[src/ssir_cfg.svh]
// Offsets, field positions and reset values of the SCSI status and interrupt registers
// What this block does
// - Parity sampled on leading REQ edge as initiator, leading ACK edge as target
// - In wide transfers the upper data byte is also checked, Data phase only
// - Enabled parity error latches bit 2 until cleared, then shows last byte
// - With parity checking disabled the parity error bit reads zero
// - Phase change bit 1 sets on change to unexpected phase; write one clears
// - Initiator only: request bit 0 sets on REQ edge async, offset above one sync
// - Request bit clears on outgoing ACK edge async, zero offset sync, or write of one
// - Overrun bit 7 sets on REQ after max offset before ACK, sync initiator reads
// - Overrun bit clears only through the channel clear control
// - Five-bit field shows FIFO byte count, zero empty, sixteen full
// - Sync status holds FIFO-offset difference high, offset count low
// - Test bit 2 inverts the direction choosing which counter is read
// - Fast test bit 1 runs counters at the clock rate
// - Carry-force bit 0 forces carry between stages of the counters
// - Mask A bits let matching first status bits raise the interrupt
// - Mask B bits let matching second status bits raise the interrupt
// - Bus line registers return the live 16 data lines
// - Address shadow loads on host address write, counts, saves, zero at reset
// - Selection timer is a 256, 256, 10, 2, 2, 2 chain, each stage visible
// - On reselection own ID is removed and the other ID encoded in bits 7-4
// - Single-bit flag bit 3 set for one ID bit on low byte, clear for two
// - Auto-flush disable bit 5 stops automatic flush; manual flush still works
`ifndef SSIR_CFG_SVH
`define SSIR_CFG_SVH
// ----------------------------------------
// Register offsets
// ----------------------------------------
`define SSIR_OFS_STATUS_B 5'h0c
`define SSIR_OFS_FIFO 5'h0d
`define SSIR_OFS_SYNC 5'h0e
`define SSIR_OFS_TEST 5'h0f
`define SSIR_OFS_MASK_A 5'h10
`define SSIR_OFS_MASK_B 5'h11
`define SSIR_OFS_BUS_LO 5'h12
`define SSIR_OFS_BUS_HI 5'h13
`define SSIR_OFS_SHADDR0 5'h14
`define SSIR_OFS_SHADDR1 5'h15
`define SSIR_OFS_SHADDR2 5'h16
`define SSIR_OFS_SHADDR3 5'h17
`define SSIR_OFS_TIMER 5'h18
`define SSIR_OFS_SELECTING_DEVICE_ID 5'h19
`define SSIR_OFS_BLKCTL 5'h1f
// ----------------------------------------
// Field positions and masks
// ----------------------------------------
`define SSIR_B_PERR 2
`define SSIR_B_PHCHG 1
`define SSIR_B_REQ 0
`define SSIR_T_HSEL 2
`define SSIR_T_FAST 1
`define SSIR_T_CARRY 0
`define SSIR_BLK_FLUSHDIS 5
`define SSIR_TEST_MASK 8'h07
`define SSIR_MASK_A_MASK 8'h7f
`define SSIR_BLK_MASK 8'h20
`define SSIR_RESET_VAL 8'h00
`endif

[src/ssir_pkg.sv]
// Types shared by the SCSI status and interrupt register block
package ssir_pkg;
  typedef logic [2:0] ssir_phase_t;
  typedef struct packed {
    logic initiator;
    logic sync_mode;
    logic direction;
    logic wide_transfer_setting;
    logic parity_check_enable;
    logic ack_out;
  } ssir_xfer_ctl_t;
  typedef struct packed {
    logic [3:0] max_offset;
    logic [3:0] current_offset_count;
    logic [3:0] fifo_offset_difference;
    logic [4:0] fifo_byte_count;
  } ssir_offset_t;
  typedef struct packed {
    logic req_s1, req_s2, req_d;
    logic ack_s1, ack_s2, ack_d;
    logic [15:0] dat_s1, dat_s2;
    logic [1:0] par_s1, par_s2;
    ssir_phase_t ph_s1, ph_s2, ph_d;
    logic perr, last_bad, phchg, request_pending_flag, overrun;
    logic ackout_d, pmis_d, done_d;
    logic [7:0] test, mask_a, mask_b;
    logic flush_dis;
    logic [31:0] host_address_shadow, saved;
    logic [7:0] st1, st2;
    logic [3:0] st3;
    logic st4, st5, st6;
    logic [3:0] selecting_device_id;
    logic single_id_flag;
    logic [7:0] rdata;
    logic irq, flush, sel_rqak;
  } ssir_state_t;
endpackage

[src/ssir_top.sv]
// SCSI status, interrupt enable, test and monitor registers of one channel
//
// Decided for this implementation: the plain strobed port.
`include "ssir_cfg.svh"
module ssir_top #(
  parameter int STAGE3_DIV = 10
) (
  // Clock and reset
  input wire logic I_CLK,
  input wire logic I_RESET,
  // Register port
  input wire logic [4:0] I_ADDR,
  input wire logic [7:0] I_WDATA,
  input wire logic I_WR,
  input wire logic I_RD,
  output logic [7:0] O_RDATA,
  // SCSI bus pins
  input wire logic I_SCSI_REQ,
  input wire logic I_SCSI_ACK,
  input wire logic [15:0] I_BUS_DATA_LINE,
  input wire logic [1:0] I_BUS_PARITY,
  input wire ssir_pkg::ssir_phase_t I_BUS_PHASE,
  // Channel state from neighbouring logic
  input wire ssir_pkg::ssir_xfer_ctl_t I_XFER_CTL,
  input wire ssir_pkg::ssir_offset_t I_OFFSET,
  input wire ssir_pkg::ssir_phase_t I_EXPECTED_PHASE,
  input wire logic I_CHANNEL_CLEAR,
  input wire logic [6:0] I_SCSI_STATUS_A,
  input wire logic [4:0] I_STATUS_B_UPPER,
  input wire logic I_PHASE_MISMATCH,
  input wire logic I_TRANSFER_DONE,
  input wire logic I_MANUAL_FLUSH,
  // Address shadow, timer and selection events
  input wire logic I_HADDR_WR,
  input wire logic [31:0] I_HADDR,
  input wire logic I_BYTE_XFER,
  input wire logic I_SAVE_PTRS,
  input wire logic I_SEL_TIMER_EN,
  input wire logic I_TIMER_TICK,
  input wire logic I_SELECTION_IN,
  input wire logic [3:0] I_OWN_ID,
  // Outputs
  output logic O_SCSI_INTERRUPT_LINE,
  output logic O_FLUSH,
  output logic O_SEL_HANDSHAKE_CNT,
  output logic O_COUNTER_FAST_TEST,
  output logic O_CARRY_FORCE_TEST,
  output logic [31:0] O_SAVED_ADDR
);
  import ssir_pkg::*;

  // Stage three counter is four bits wide
  if (STAGE3_DIV < 2 || STAGE3_DIV > 16) begin
    $error("STAGE3_DIV must be 2 to 16");
  end

  // ----------------------------------------
  // Helpers
  // ----------------------------------------
  function automatic logic [3:0] enc16(input logic [15:0] v);
    enc16 = 4'h0;
    for (int i = 0; i < 16; i++) begin
      if (v[i]) begin
        enc16 = 4'(i);
      end
    end
  endfunction

  function automatic logic [3:0] ones8(input logic [7:0] v);
    ones8 = 4'h0;
    for (int i = 0; i < 8; i++) begin
      ones8 = ones8 + {3'h0, v[i]};
    end
  endfunction

  // Byte-wise increment; force makes each byte step on its own
  function automatic logic [31:0] inc_bytes(input logic [31:0] v, input logic force_c);
    logic c;
    c = 1'b1;
    inc_bytes = v;
    for (int b = 0; b < 4; b++) begin
      if (c || force_c) begin
        inc_bytes[8*b +: 8] = v[8*b +: 8] + 8'h01;
      end
      c = c && (v[8*b +: 8] == 8'hff);
    end
  endfunction

  ssir_state_t s;
  ssir_state_t n;

  // ----------------------------------------
  // Bus events
  // ----------------------------------------
  logic req_rise, ack_rise, strobe, data_phase, bad_lo, bad_hi, par_bad;
  logic ackout_rise, wr_status_b, phase_event, req_set, req_clr, ovr_set;
  logic tick, c2, c3, c4, c5, c6;
  logic [7:0] status_b, timer_view;
  logic [15:0] other_ids;

  assign req_rise = s.req_s2 & ~s.req_d;
  assign ack_rise = s.ack_s2 & ~s.ack_d;
  assign strobe = I_XFER_CTL.initiator ? req_rise : ack_rise;
  assign data_phase = (s.ph_s2[2:1] == 2'b00);
  // Odd parity: nine bits with an even count of ones are bad
  assign bad_lo = ~^{s.dat_s2[7:0], s.par_s2[0]};
  assign bad_hi = I_XFER_CTL.wide_transfer_setting & data_phase & ~^{s.dat_s2[15:8], s.par_s2[1]};
  assign par_bad = bad_lo | bad_hi;
  assign ackout_rise = I_XFER_CTL.ack_out & ~s.ackout_d;
  assign wr_status_b = I_WR && (I_ADDR == `SSIR_OFS_STATUS_B);
  assign phase_event = (s.ph_s2 != s.ph_d) && (s.ph_s2 != I_EXPECTED_PHASE);
  assign req_set = I_XFER_CTL.initiator &&
    (I_XFER_CTL.sync_mode ? (I_OFFSET.current_offset_count > 4'h1) : req_rise);
  assign req_clr = (I_XFER_CTL.sync_mode ? (I_OFFSET.current_offset_count == 4'h0) : ackout_rise) ||
    (wr_status_b && I_WDATA[`SSIR_B_REQ]);
  assign ovr_set = I_XFER_CTL.sync_mode && I_XFER_CTL.initiator && !I_XFER_CTL.direction &&
    (I_OFFSET.current_offset_count == I_OFFSET.max_offset) && req_rise && !I_XFER_CTL.ack_out;
  assign status_b = {I_STATUS_B_UPPER, s.perr, s.phchg, s.request_pending_flag};
  assign other_ids = s.dat_s2 & ~(16'h0001 << I_OWN_ID);

  // ----------------------------------------
  // Selection timer chain
  // ----------------------------------------
  // Slow tick in normal use; fast test runs it from the clock
  assign tick = I_SEL_TIMER_EN & (s.test[`SSIR_T_FAST] | I_TIMER_TICK);
  assign c2 = s.test[`SSIR_T_CARRY] | (s.st1 == 8'hff);
  assign c3 = s.test[`SSIR_T_CARRY] | (c2 & (s.st2 == 8'hff));
  assign c4 = s.test[`SSIR_T_CARRY] | (c3 & (s.st3 == 4'(STAGE3_DIV - 1)));
  assign c5 = s.test[`SSIR_T_CARRY] | (c4 & s.st4);
  assign c6 = s.test[`SSIR_T_CARRY] | (c5 & s.st5);
  assign timer_view = {2'b00, s.st6, s.st5, s.st4,
    (s.st3 >= 4'(STAGE3_DIV / 2)), s.st2[7], s.st1[7]};

  // ----------------------------------------
  // Next state
  // ----------------------------------------
  always_comb begin
    n = s;
    n.req_s1 = I_SCSI_REQ;
    n.req_s2 = s.req_s1;
    n.req_d = s.req_s2;
    n.ack_s1 = I_SCSI_ACK;
    n.ack_s2 = s.ack_s1;
    n.ack_d = s.ack_s2;
    n.dat_s1 = I_BUS_DATA_LINE;
    n.dat_s2 = s.dat_s1;
    n.par_s1 = I_BUS_PARITY;
    n.par_s2 = s.par_s1;
    n.ph_s1 = I_BUS_PHASE;
    n.ph_s2 = s.ph_s1;
    n.ph_d = s.ph_s2;
    n.ackout_d = I_XFER_CTL.ack_out;
    n.pmis_d = I_PHASE_MISMATCH;
    n.done_d = I_TRANSFER_DONE;

    // Parity error: latched, clear restores last byte status
    if (strobe) begin
      n.last_bad = par_bad;
    end
    if (wr_status_b && I_WDATA[`SSIR_B_PERR]) begin
      n.perr = strobe ? par_bad : s.last_bad;
    end
    if (strobe && par_bad) begin
      n.perr = 1'b1;
    end
    if (!I_XFER_CTL.parity_check_enable) begin
      n.perr = 1'b0;
    end

    if (wr_status_b && I_WDATA[`SSIR_B_PHCHG]) begin
      n.phchg = 1'b0;
    end
    if (phase_event) begin
      n.phchg = 1'b1;
    end

    if (req_clr) begin
      n.request_pending_flag = 1'b0;
    end
    if (req_set) begin
      n.request_pending_flag = 1'b1;
    end

    if (I_CHANNEL_CLEAR) begin
      n.overrun = 1'b0;
    end
    if (ovr_set) begin
      n.overrun = 1'b1;
    end

    // Register writes
    if (I_WR) begin
      case (I_ADDR)
        `SSIR_OFS_TEST: n.test = I_WDATA & `SSIR_TEST_MASK;
        `SSIR_OFS_MASK_A: n.mask_a = I_WDATA & `SSIR_MASK_A_MASK;
        `SSIR_OFS_MASK_B: n.mask_b = I_WDATA;
        `SSIR_OFS_BLKCTL: n.flush_dis = I_WDATA[`SSIR_BLK_FLUSHDIS];
        default: n.test = s.test;
      endcase
    end

    // Address shadow
    if (I_HADDR_WR) begin
      n.host_address_shadow = I_HADDR;
    end else if (I_BYTE_XFER || s.test[`SSIR_T_FAST]) begin
      n.host_address_shadow = inc_bytes(s.host_address_shadow, s.test[`SSIR_T_CARRY]);
    end
    if (I_SAVE_PTRS) begin
      n.saved = s.host_address_shadow;
    end

    // Selection timer stages
    if (!I_SEL_TIMER_EN) begin
      n.st1 = 8'h00;
      n.st2 = 8'h00;
      n.st3 = 4'h0;
      n.st4 = 1'b0;
      n.st5 = 1'b0;
      n.st6 = 1'b0;
    end else if (tick) begin
      n.st1 = s.st1 + 8'h01;
      if (c2) begin
        n.st2 = s.st2 + 8'h01;
      end
      if (c3) begin
        n.st3 = (s.st3 == 4'(STAGE3_DIV - 1)) ? 4'h0 : s.st3 + 4'h1;
      end
      if (c4) begin
        n.st4 = ~s.st4;
      end
      if (c5) begin
        n.st5 = ~s.st5;
      end
      if (c6) begin
        n.st6 = ~s.st6;
      end
    end

    // Selecting device ID
    if (I_SELECTION_IN) begin
      n.selecting_device_id = enc16(other_ids);
      n.single_id_flag = (ones8(s.dat_s2[7:0]) == 4'h1);
    end

    // Read port: data valid only in the cycle after the strobe
    n.rdata = `SSIR_RESET_VAL;
    if (I_RD) begin
      case (I_ADDR)
        `SSIR_OFS_STATUS_B: n.rdata = status_b;
        `SSIR_OFS_FIFO: n.rdata = {s.overrun, 2'b00, I_OFFSET.fifo_byte_count};
        `SSIR_OFS_SYNC: n.rdata = {I_OFFSET.fifo_offset_difference, I_OFFSET.current_offset_count};
        `SSIR_OFS_TEST: n.rdata = s.test;
        `SSIR_OFS_MASK_A: n.rdata = s.mask_a;
        `SSIR_OFS_MASK_B: n.rdata = s.mask_b;
        `SSIR_OFS_BUS_LO: n.rdata = s.dat_s2[7:0];
        `SSIR_OFS_BUS_HI: n.rdata = s.dat_s2[15:8];
        `SSIR_OFS_SHADDR0: n.rdata = s.host_address_shadow[7:0];
        `SSIR_OFS_SHADDR1: n.rdata = s.host_address_shadow[15:8];
        `SSIR_OFS_SHADDR2: n.rdata = s.host_address_shadow[23:16];
        `SSIR_OFS_SHADDR3: n.rdata = s.host_address_shadow[31:24];
        `SSIR_OFS_TIMER: n.rdata = timer_view;
        `SSIR_OFS_SELECTING_DEVICE_ID: n.rdata = {s.selecting_device_id, s.single_id_flag, 3'b000};
        `SSIR_OFS_BLKCTL: n.rdata = {2'b00, s.flush_dis, 5'h00};
        default: n.rdata = `SSIR_RESET_VAL;
      endcase
    end

    // Interrupt from either mask
    n.irq = (|(I_SCSI_STATUS_A & s.mask_a[6:0])) | (|(status_b & s.mask_b));

    // Flush on a rising mismatch or done unless disabled
    n.flush = I_MANUAL_FLUSH || (!s.flush_dis &&
      ((I_PHASE_MISMATCH && !s.pmis_d) || (I_TRANSFER_DONE && !s.done_d)));

    n.sel_rqak = I_XFER_CTL.direction ^ s.test[`SSIR_T_HSEL];
  end

  always_ff @(posedge I_CLK) begin
    if (I_RESET) begin
      s <= '0;
    end else begin
      s <= n;
    end
  end

  // ----------------------------------------
  // Outputs
  // ----------------------------------------
  assign O_RDATA = s.rdata;
  assign O_SCSI_INTERRUPT_LINE = s.irq;
  assign O_FLUSH = s.flush;
  assign O_SEL_HANDSHAKE_CNT = s.sel_rqak;
  assign O_COUNTER_FAST_TEST = s.test[`SSIR_T_FAST];
  assign O_CARRY_FORCE_TEST = s.test[`SSIR_T_CARRY];
  assign O_SAVED_ADDR = s.saved;

  // ----------------------------------------
  // Checks
  // ----------------------------------------
  AST_PERR_OFF: assert property (@(posedge I_CLK) disable iff (I_RESET)
    !I_XFER_CTL.parity_check_enable |=> !s.perr)
    else $error("parity flag set while checking disabled");
  AST_PERR_LATCH: assert property (@(posedge I_CLK) disable iff (I_RESET)
    (strobe && par_bad && I_XFER_CTL.parity_check_enable) |=> s.perr)
    else $error("parity error not latched");
  AST_PHCHG_SET: assert property (@(posedge I_CLK) disable iff (I_RESET)
    phase_event |=> s.phchg)
    else $error("phase change not flagged");
  AST_REQ_ASYNC: assert property (@(posedge I_CLK) disable iff (I_RESET)
    (I_XFER_CTL.initiator && !I_XFER_CTL.sync_mode && req_rise) |=> s.request_pending_flag)
    else $error("request flag missed on REQ edge");
  AST_REQ_SYNC_CLR: assert property (@(posedge I_CLK) disable iff (I_RESET)
    (I_XFER_CTL.sync_mode && I_OFFSET.current_offset_count == 4'h0) |=> !s.request_pending_flag)
    else $error("request flag kept at zero offset");
  AST_OVR_HOLD: assert property (@(posedge I_CLK) disable iff (I_RESET)
    (s.overrun && !I_CHANNEL_CLEAR) |=> s.overrun)
    else $error("overrun lost without channel clear");
  AST_IRQ_B: assert property (@(posedge I_CLK) disable iff (I_RESET)
    (s.perr && s.mask_b[`SSIR_B_PERR]) |=> O_SCSI_INTERRUPT_LINE)
    else $error("enabled parity status gave no interrupt");
  AST_IRQ_OFF: assert property (@(posedge I_CLK) disable iff (I_RESET)
    (s.mask_a == 8'h00 && s.mask_b == 8'h00) |=> !O_SCSI_INTERRUPT_LINE)
    else $error("interrupt with both masks clear");
  AST_BUS_READ: assert property (@(posedge I_CLK) disable iff (I_RESET)
    (I_RD && I_ADDR == `SSIR_OFS_BUS_LO) |=> (O_RDATA == $past(s.dat_s2[7:0])))
    else $error("bus low read mismatch");
  AST_SHADOW_LOAD: assert property (@(posedge I_CLK) disable iff (I_RESET)
    I_HADDR_WR |=> (s.host_address_shadow == $past(I_HADDR)))
    else $error("shadow not loaded from host address");
  AST_NO_AUTOFLUSH: assert property (@(posedge I_CLK) disable iff (I_RESET)
    (s.flush_dis && !I_MANUAL_FLUSH) |=> !O_FLUSH)
    else $error("flush while auto flush disabled");
  AST_SINGLE_ID_FLAG: assert property (@(posedge I_CLK) disable iff (I_RESET)
    (I_SELECTION_IN && ones8(s.dat_s2[7:0]) == 4'h2) |=> !s.single_id_flag)
    else $error("single id flag set with two ids");
  AST_REQ_CLR_WRITE: assert property (@(posedge I_CLK) disable iff (I_RESET)
    (wr_status_b && I_WDATA[`SSIR_B_REQ] && !req_set) |=> !s.request_pending_flag)
    else $error("request flag kept after clear write");
  AST_FLUSH_MANUAL: assert property (@(posedge I_CLK) disable iff (I_RESET)
    I_MANUAL_FLUSH |=> O_FLUSH)
    else $error("manual flush not forwarded");
  AST_OVR_SET: assert property (@(posedge I_CLK) disable iff (I_RESET)
    ovr_set |=> s.overrun)
    else $error("overrun not flagged");

endmodule

[config.mk]
export PLATFORM = sky130hd
export DESIGN_NAME = ssir_top
export DESIGN_NICKNAME = d
export VERILOG_FILES = /design/src/ssir_pkg.sv /design/src/ssir_top.sv
export VERILOG_INCLUDE_DIRS = /design/src
export SDC_FILE = /design/constraint.sdc
export NUM_CORES = 1
export LEC_CHECK = 0
export BUFFER_PORTS_ARGS = -buffer_cell sky130_fd_sc_hd__buf_2
export CORE_MARGIN = 2
export CORE_UTILIZATION = 30
export DETAILED_ROUTE_END_ITERATION = 10
export PLACE_DENSITY = 0.52
export SETUP_SLACK_MARGIN = 0.1
export SLEW_MARGIN = 20
export SYNTH_ARGS = -nofsm -noshare
export SYNTH_HDL_FRONTEND = slang
export SYNTH_SLANG_ARGS = --single-unit
export TNS_END_PERCENT = 100
[constraint.sdc]
create_clock -name I_CLK -period 3.2 [get_ports I_CLK]
set_input_delay 0.48 -clock I_CLK [delete_from_list [all_inputs] [get_ports I_CLK]]
set_output_delay 0.48 -clock I_CLK [all_outputs]
set_load 0.01 [all_outputs]
==> reports/results.ini <==
[run_status]
status=finished clean

[floorplan]
core_um2=28900
die_x_um=176
die_area_um2=30900
num_rows=62
start_util_pct=30.6
ios=169
die_h_um=176

[timing]
finalHoldViolations=0
slew_violations=0
fin_ws_ns=0.218
rsz0062_at_grt=yes
setup_violations=0
clock.fmax_mhz=335
period_minus_slack_ns=2.98
skew_ns=0.00890
tightest_slew_ns=1.02
setup_tns_ns=0
fin_crit_sh_pct=93.2
slew_headroom_pct=31.9

[synth]
yosys_most_used_dff=dfxtp_1
avgSynthCellArea_um2=8.72
synthDistinctLibCells=75
postSynthCellCount=1017
synth_area_um2=8870
ys_async_sr_fraction_pct=0
ys_seq_area_share_pct=40.9
yosys_warnings=0
syn_nets=1154
synth_edf_count=0
synth_seq_cells=181

[clock_network]
cts.sinks=181
insertion_delay_ns=0.44
clk_pin_slew_ns=0.07
hold_buffers=0
cts_tree=yes
clockBufferDepth=2
numCtsBuffers=17
cts-root-buf=clkbuf_16
htree_num_levels=4

[worst_setup_path]
reg2reg_to=s[11]$_SDFFE_PP0P_
cp-start-kind=flip-flop
worstReg2RegStart=s[149]$_SDFF_PP0_
max_stage_delay_ns=0.53
slowest_stage=fa_1
path_class=flip-flop to flip-flop
crit_fanout=3
path_buf_inv=4
rrSetupSlack_ns=0.22
crit_path_end_kind=flip-flop
path_cells=fa_1, inv_1, fa_1, fa_1, inv_1, ha_2, inv_1, fa_1, inv_1, nand3_1, o21ai_0, nand4_1, a21oi_1
arrival_ns=3.34
cp_top_family=adder cells
worst-r2r-cell-count=13
crit_required_ns=3.56

[route]
ant_nets=0
via_count=7668
routed_via_density=5.07
drc=0
drt_first_pass_iters=5
wl_per_cell_um=18.5
drtIter0Drc=723
drt-total-wl_um=28100

[final_layout]
diodes=0
drive_gt1_share_pct=21.2
final_area_um2=10300
area_growth_pct=16.4
fin_nets=1253
fill_cells=3043
fin_cells=1513

[hold_path]
worstHoldStart=I_SCSI_REQ
min_to=n[185]$_SDFF_PP0_
hp-class=primary input to flip-flop
hold_path_depth=2

[global_routing]
antenna_found_initial=1
grt_first_pass_wirelength_um=42600
grt_max_degree=149
grt_use_total_pct=18.1
gr-total-overflow=0
grt_pass1_vias=7222

[power_and_ir_drop]
p_per_area_nw_per_um2=503
p_leak_nw=4.07
vdd_drop_max_uv=329

[run]
cap_violations=0

[placement]
numPortBuffers=168
dp_hpwl_um=21200
dp_cells=1481
place_ws_ns=0.177
gp_congestion=0.906
placed_cell_area_um2=9700

[where the power goes]
part           internal (W)  switching (W)
Clock               0.00127       0.000969
Combinational      0.000231       0.000303
Sequential          0.00233      0.0000918
Total               0.00383        0.00136
[what timing repair did]
action / in CTS / in global routing
setup buffers: 0 / 0
setup endpoints to repair: 0 / 1
gates resized for setup: 0 / 4
[stage by stage]
stage | hold WS [ns] | utilization [%] | power [W]
6_report | 0.244 | 35.7 | 0.00519
5_1_grt | 0.252 | 35.7 | 0.00540
4_1_cts | 0.242 | 35.6 | 0.00524
3_5_place_dp | 0.423 | 33.5 | 0.00301
3_3_place_gp | 0.418 | 33.5 | 0.00300
2_1_floorplan | 0.414 | - | 0.00280
[worst register-to-register path: stages, from the launching register on]
cell     delay, ns
dfxtp_2       0.35
fa_1          0.53
inv_1         0.05
fa_1          0.49
fa_1          0.40
inv_1         0.07
ha_2          0.16
inv_1         0.05
fa_1          0.35
inv_1         0.07
nand3_1       0.06
o21ai_0       0.08
nand4_1       0.11
a21oi_1       0.13
[metal layers]
layer  vias to the layer above  GRT usage, %  share of wire (%)
met5                         -             0              0.043
met4                         2          6.16                2.8
met3                        47          3.42                7.2
met2                       297          28.6                 45
met1                      3573          24.9                 45
li1                       3749             -                  -
[synthesized netlist by cell type, types with 8 or more instances]
cell / instances / share of area (%)
buf_2: 11 / 0.62
buf_4: 42 / 3.6
dfxtp_1: 181 / 41
nand3_1: 48 / 2.7
and3_1: 9 / 0.64
mux2i_1: 49 / 5.5
nor3_1: 8 / 0.45
inv_1: 21 / 0.89
ha_1: 9 / 1.3
xor2_1: 23 / 2.3
a31oi_1: 12 / 0.85
nand2b_1: 11 / 0.78
buf_1: 8 / 0.34
clkbuf_1: 30 / 1.3
o21ai_0: 31 / 1.7
xnor2_1: 27 / 2.7
a221oi_1: 10 / 0.99
nor2b_1: 57 / 4.0
a21oi_1: 66 / 3.7
a211oi_1: 11 / 0.93
nand4_1: 10 / 0.71
nand2_1: 77 / 3.3
nor2_1: 121 / 5.1
a22o_1: 12 / 1.2
a22oi_1: 33 / 2.8
[logic make-up after synthesis]
| group | count (synthesis) | synth area share (%) |
|---|---|---|
| adders and majority gates | 13 | 2.17 |
| DFF | 181 | 40.9 |
| muxes | 52 | 5.91 |
| xor gates and xnor gates | 51 | 5.19 |
| and+or+nand+nor | 383 | 21.6 |
| buffers and inverters | 116 | 7.18 |
| AOI/OAI and AO/OA | 221 | 17.0 |
[state kept, by name, indices dropped and copies added, names as in the netlist]
name                   flops
O_RDATA                    8
s                        108
O_CARRY_FORCE_TEST         1
O_COUNTER_FAST_TEST        1
O_SEL_HANDSHAKE_CNT        1
O_SCSI_INTERRUPT_LINE      1
n                         28
O_SAVED_ADDR              32
O_FLUSH                    1
[how the worst max path moves through the flow]
stage	depth (start not counted)	end	startpoint	slack, ns
after global routing	13	s[11]$_SDFFE_PP0P_	s[149]$_SDFF_PP0_	0.04
after detailed placement	13	s[11]$_SDFFE_PP0P_	s[152]$_SDFF_PP0_	0.18
after CTS	13	s[11]$_SDFFE_PP0P_	s[152]$_SDFF_PP0_	0.18
final	13	s[11]$_SDFFE_PP0P_	s[149]$_SDFF_PP0_	0.22
after global placement	13	s[11]$_SDFFE_PP0P_	s[152]$_SDFF_PP0_	0.23
after floorplan	13	s[11]$_SDFFE_PP0P_	s[149]$_SDFF_PP0_	0.34
[layout by cell type (no fill, tap or decap), types with 11 or more instances in the layout]
master | netlist | routed
nand2b_1 | 11 | 11
dfxtp_1 | 181 | 178
o21ai_0 | 31 | 31
buf_2 | 11 | 167
a31oi_1 | 12 | 12
nand2_1 | 77 | 77
nand3_1 | 48 | 48
a21oi_1 | 66 | 66
a22o_1 | 12 | 12
xnor2_1 | 27 | 27
nor2_1 | 121 | 121
nor2b_1 | 57 | 57
clkbuf_16 | 0 | 17
a211oi_1 | 11 | 11
inv_1 | 21 | 21
a22oi_1 | 33 | 33
xor2_1 | 23 | 23
mux2i_1 | 49 | 49
[cell type report]
class	count	area, um^2	share of cell area [%]
inverters	21	78.8	0.764
multi-input cells	720	4610	44.7
flip-flops and latches	181	3630	35.1
well taps	384	480	4.66
repair buffers	175	908	8.80
clock buffers	20	447	4.33
clock inverters	12	170	1.65
No activity file was read; power rests on OpenSTA's default activity.
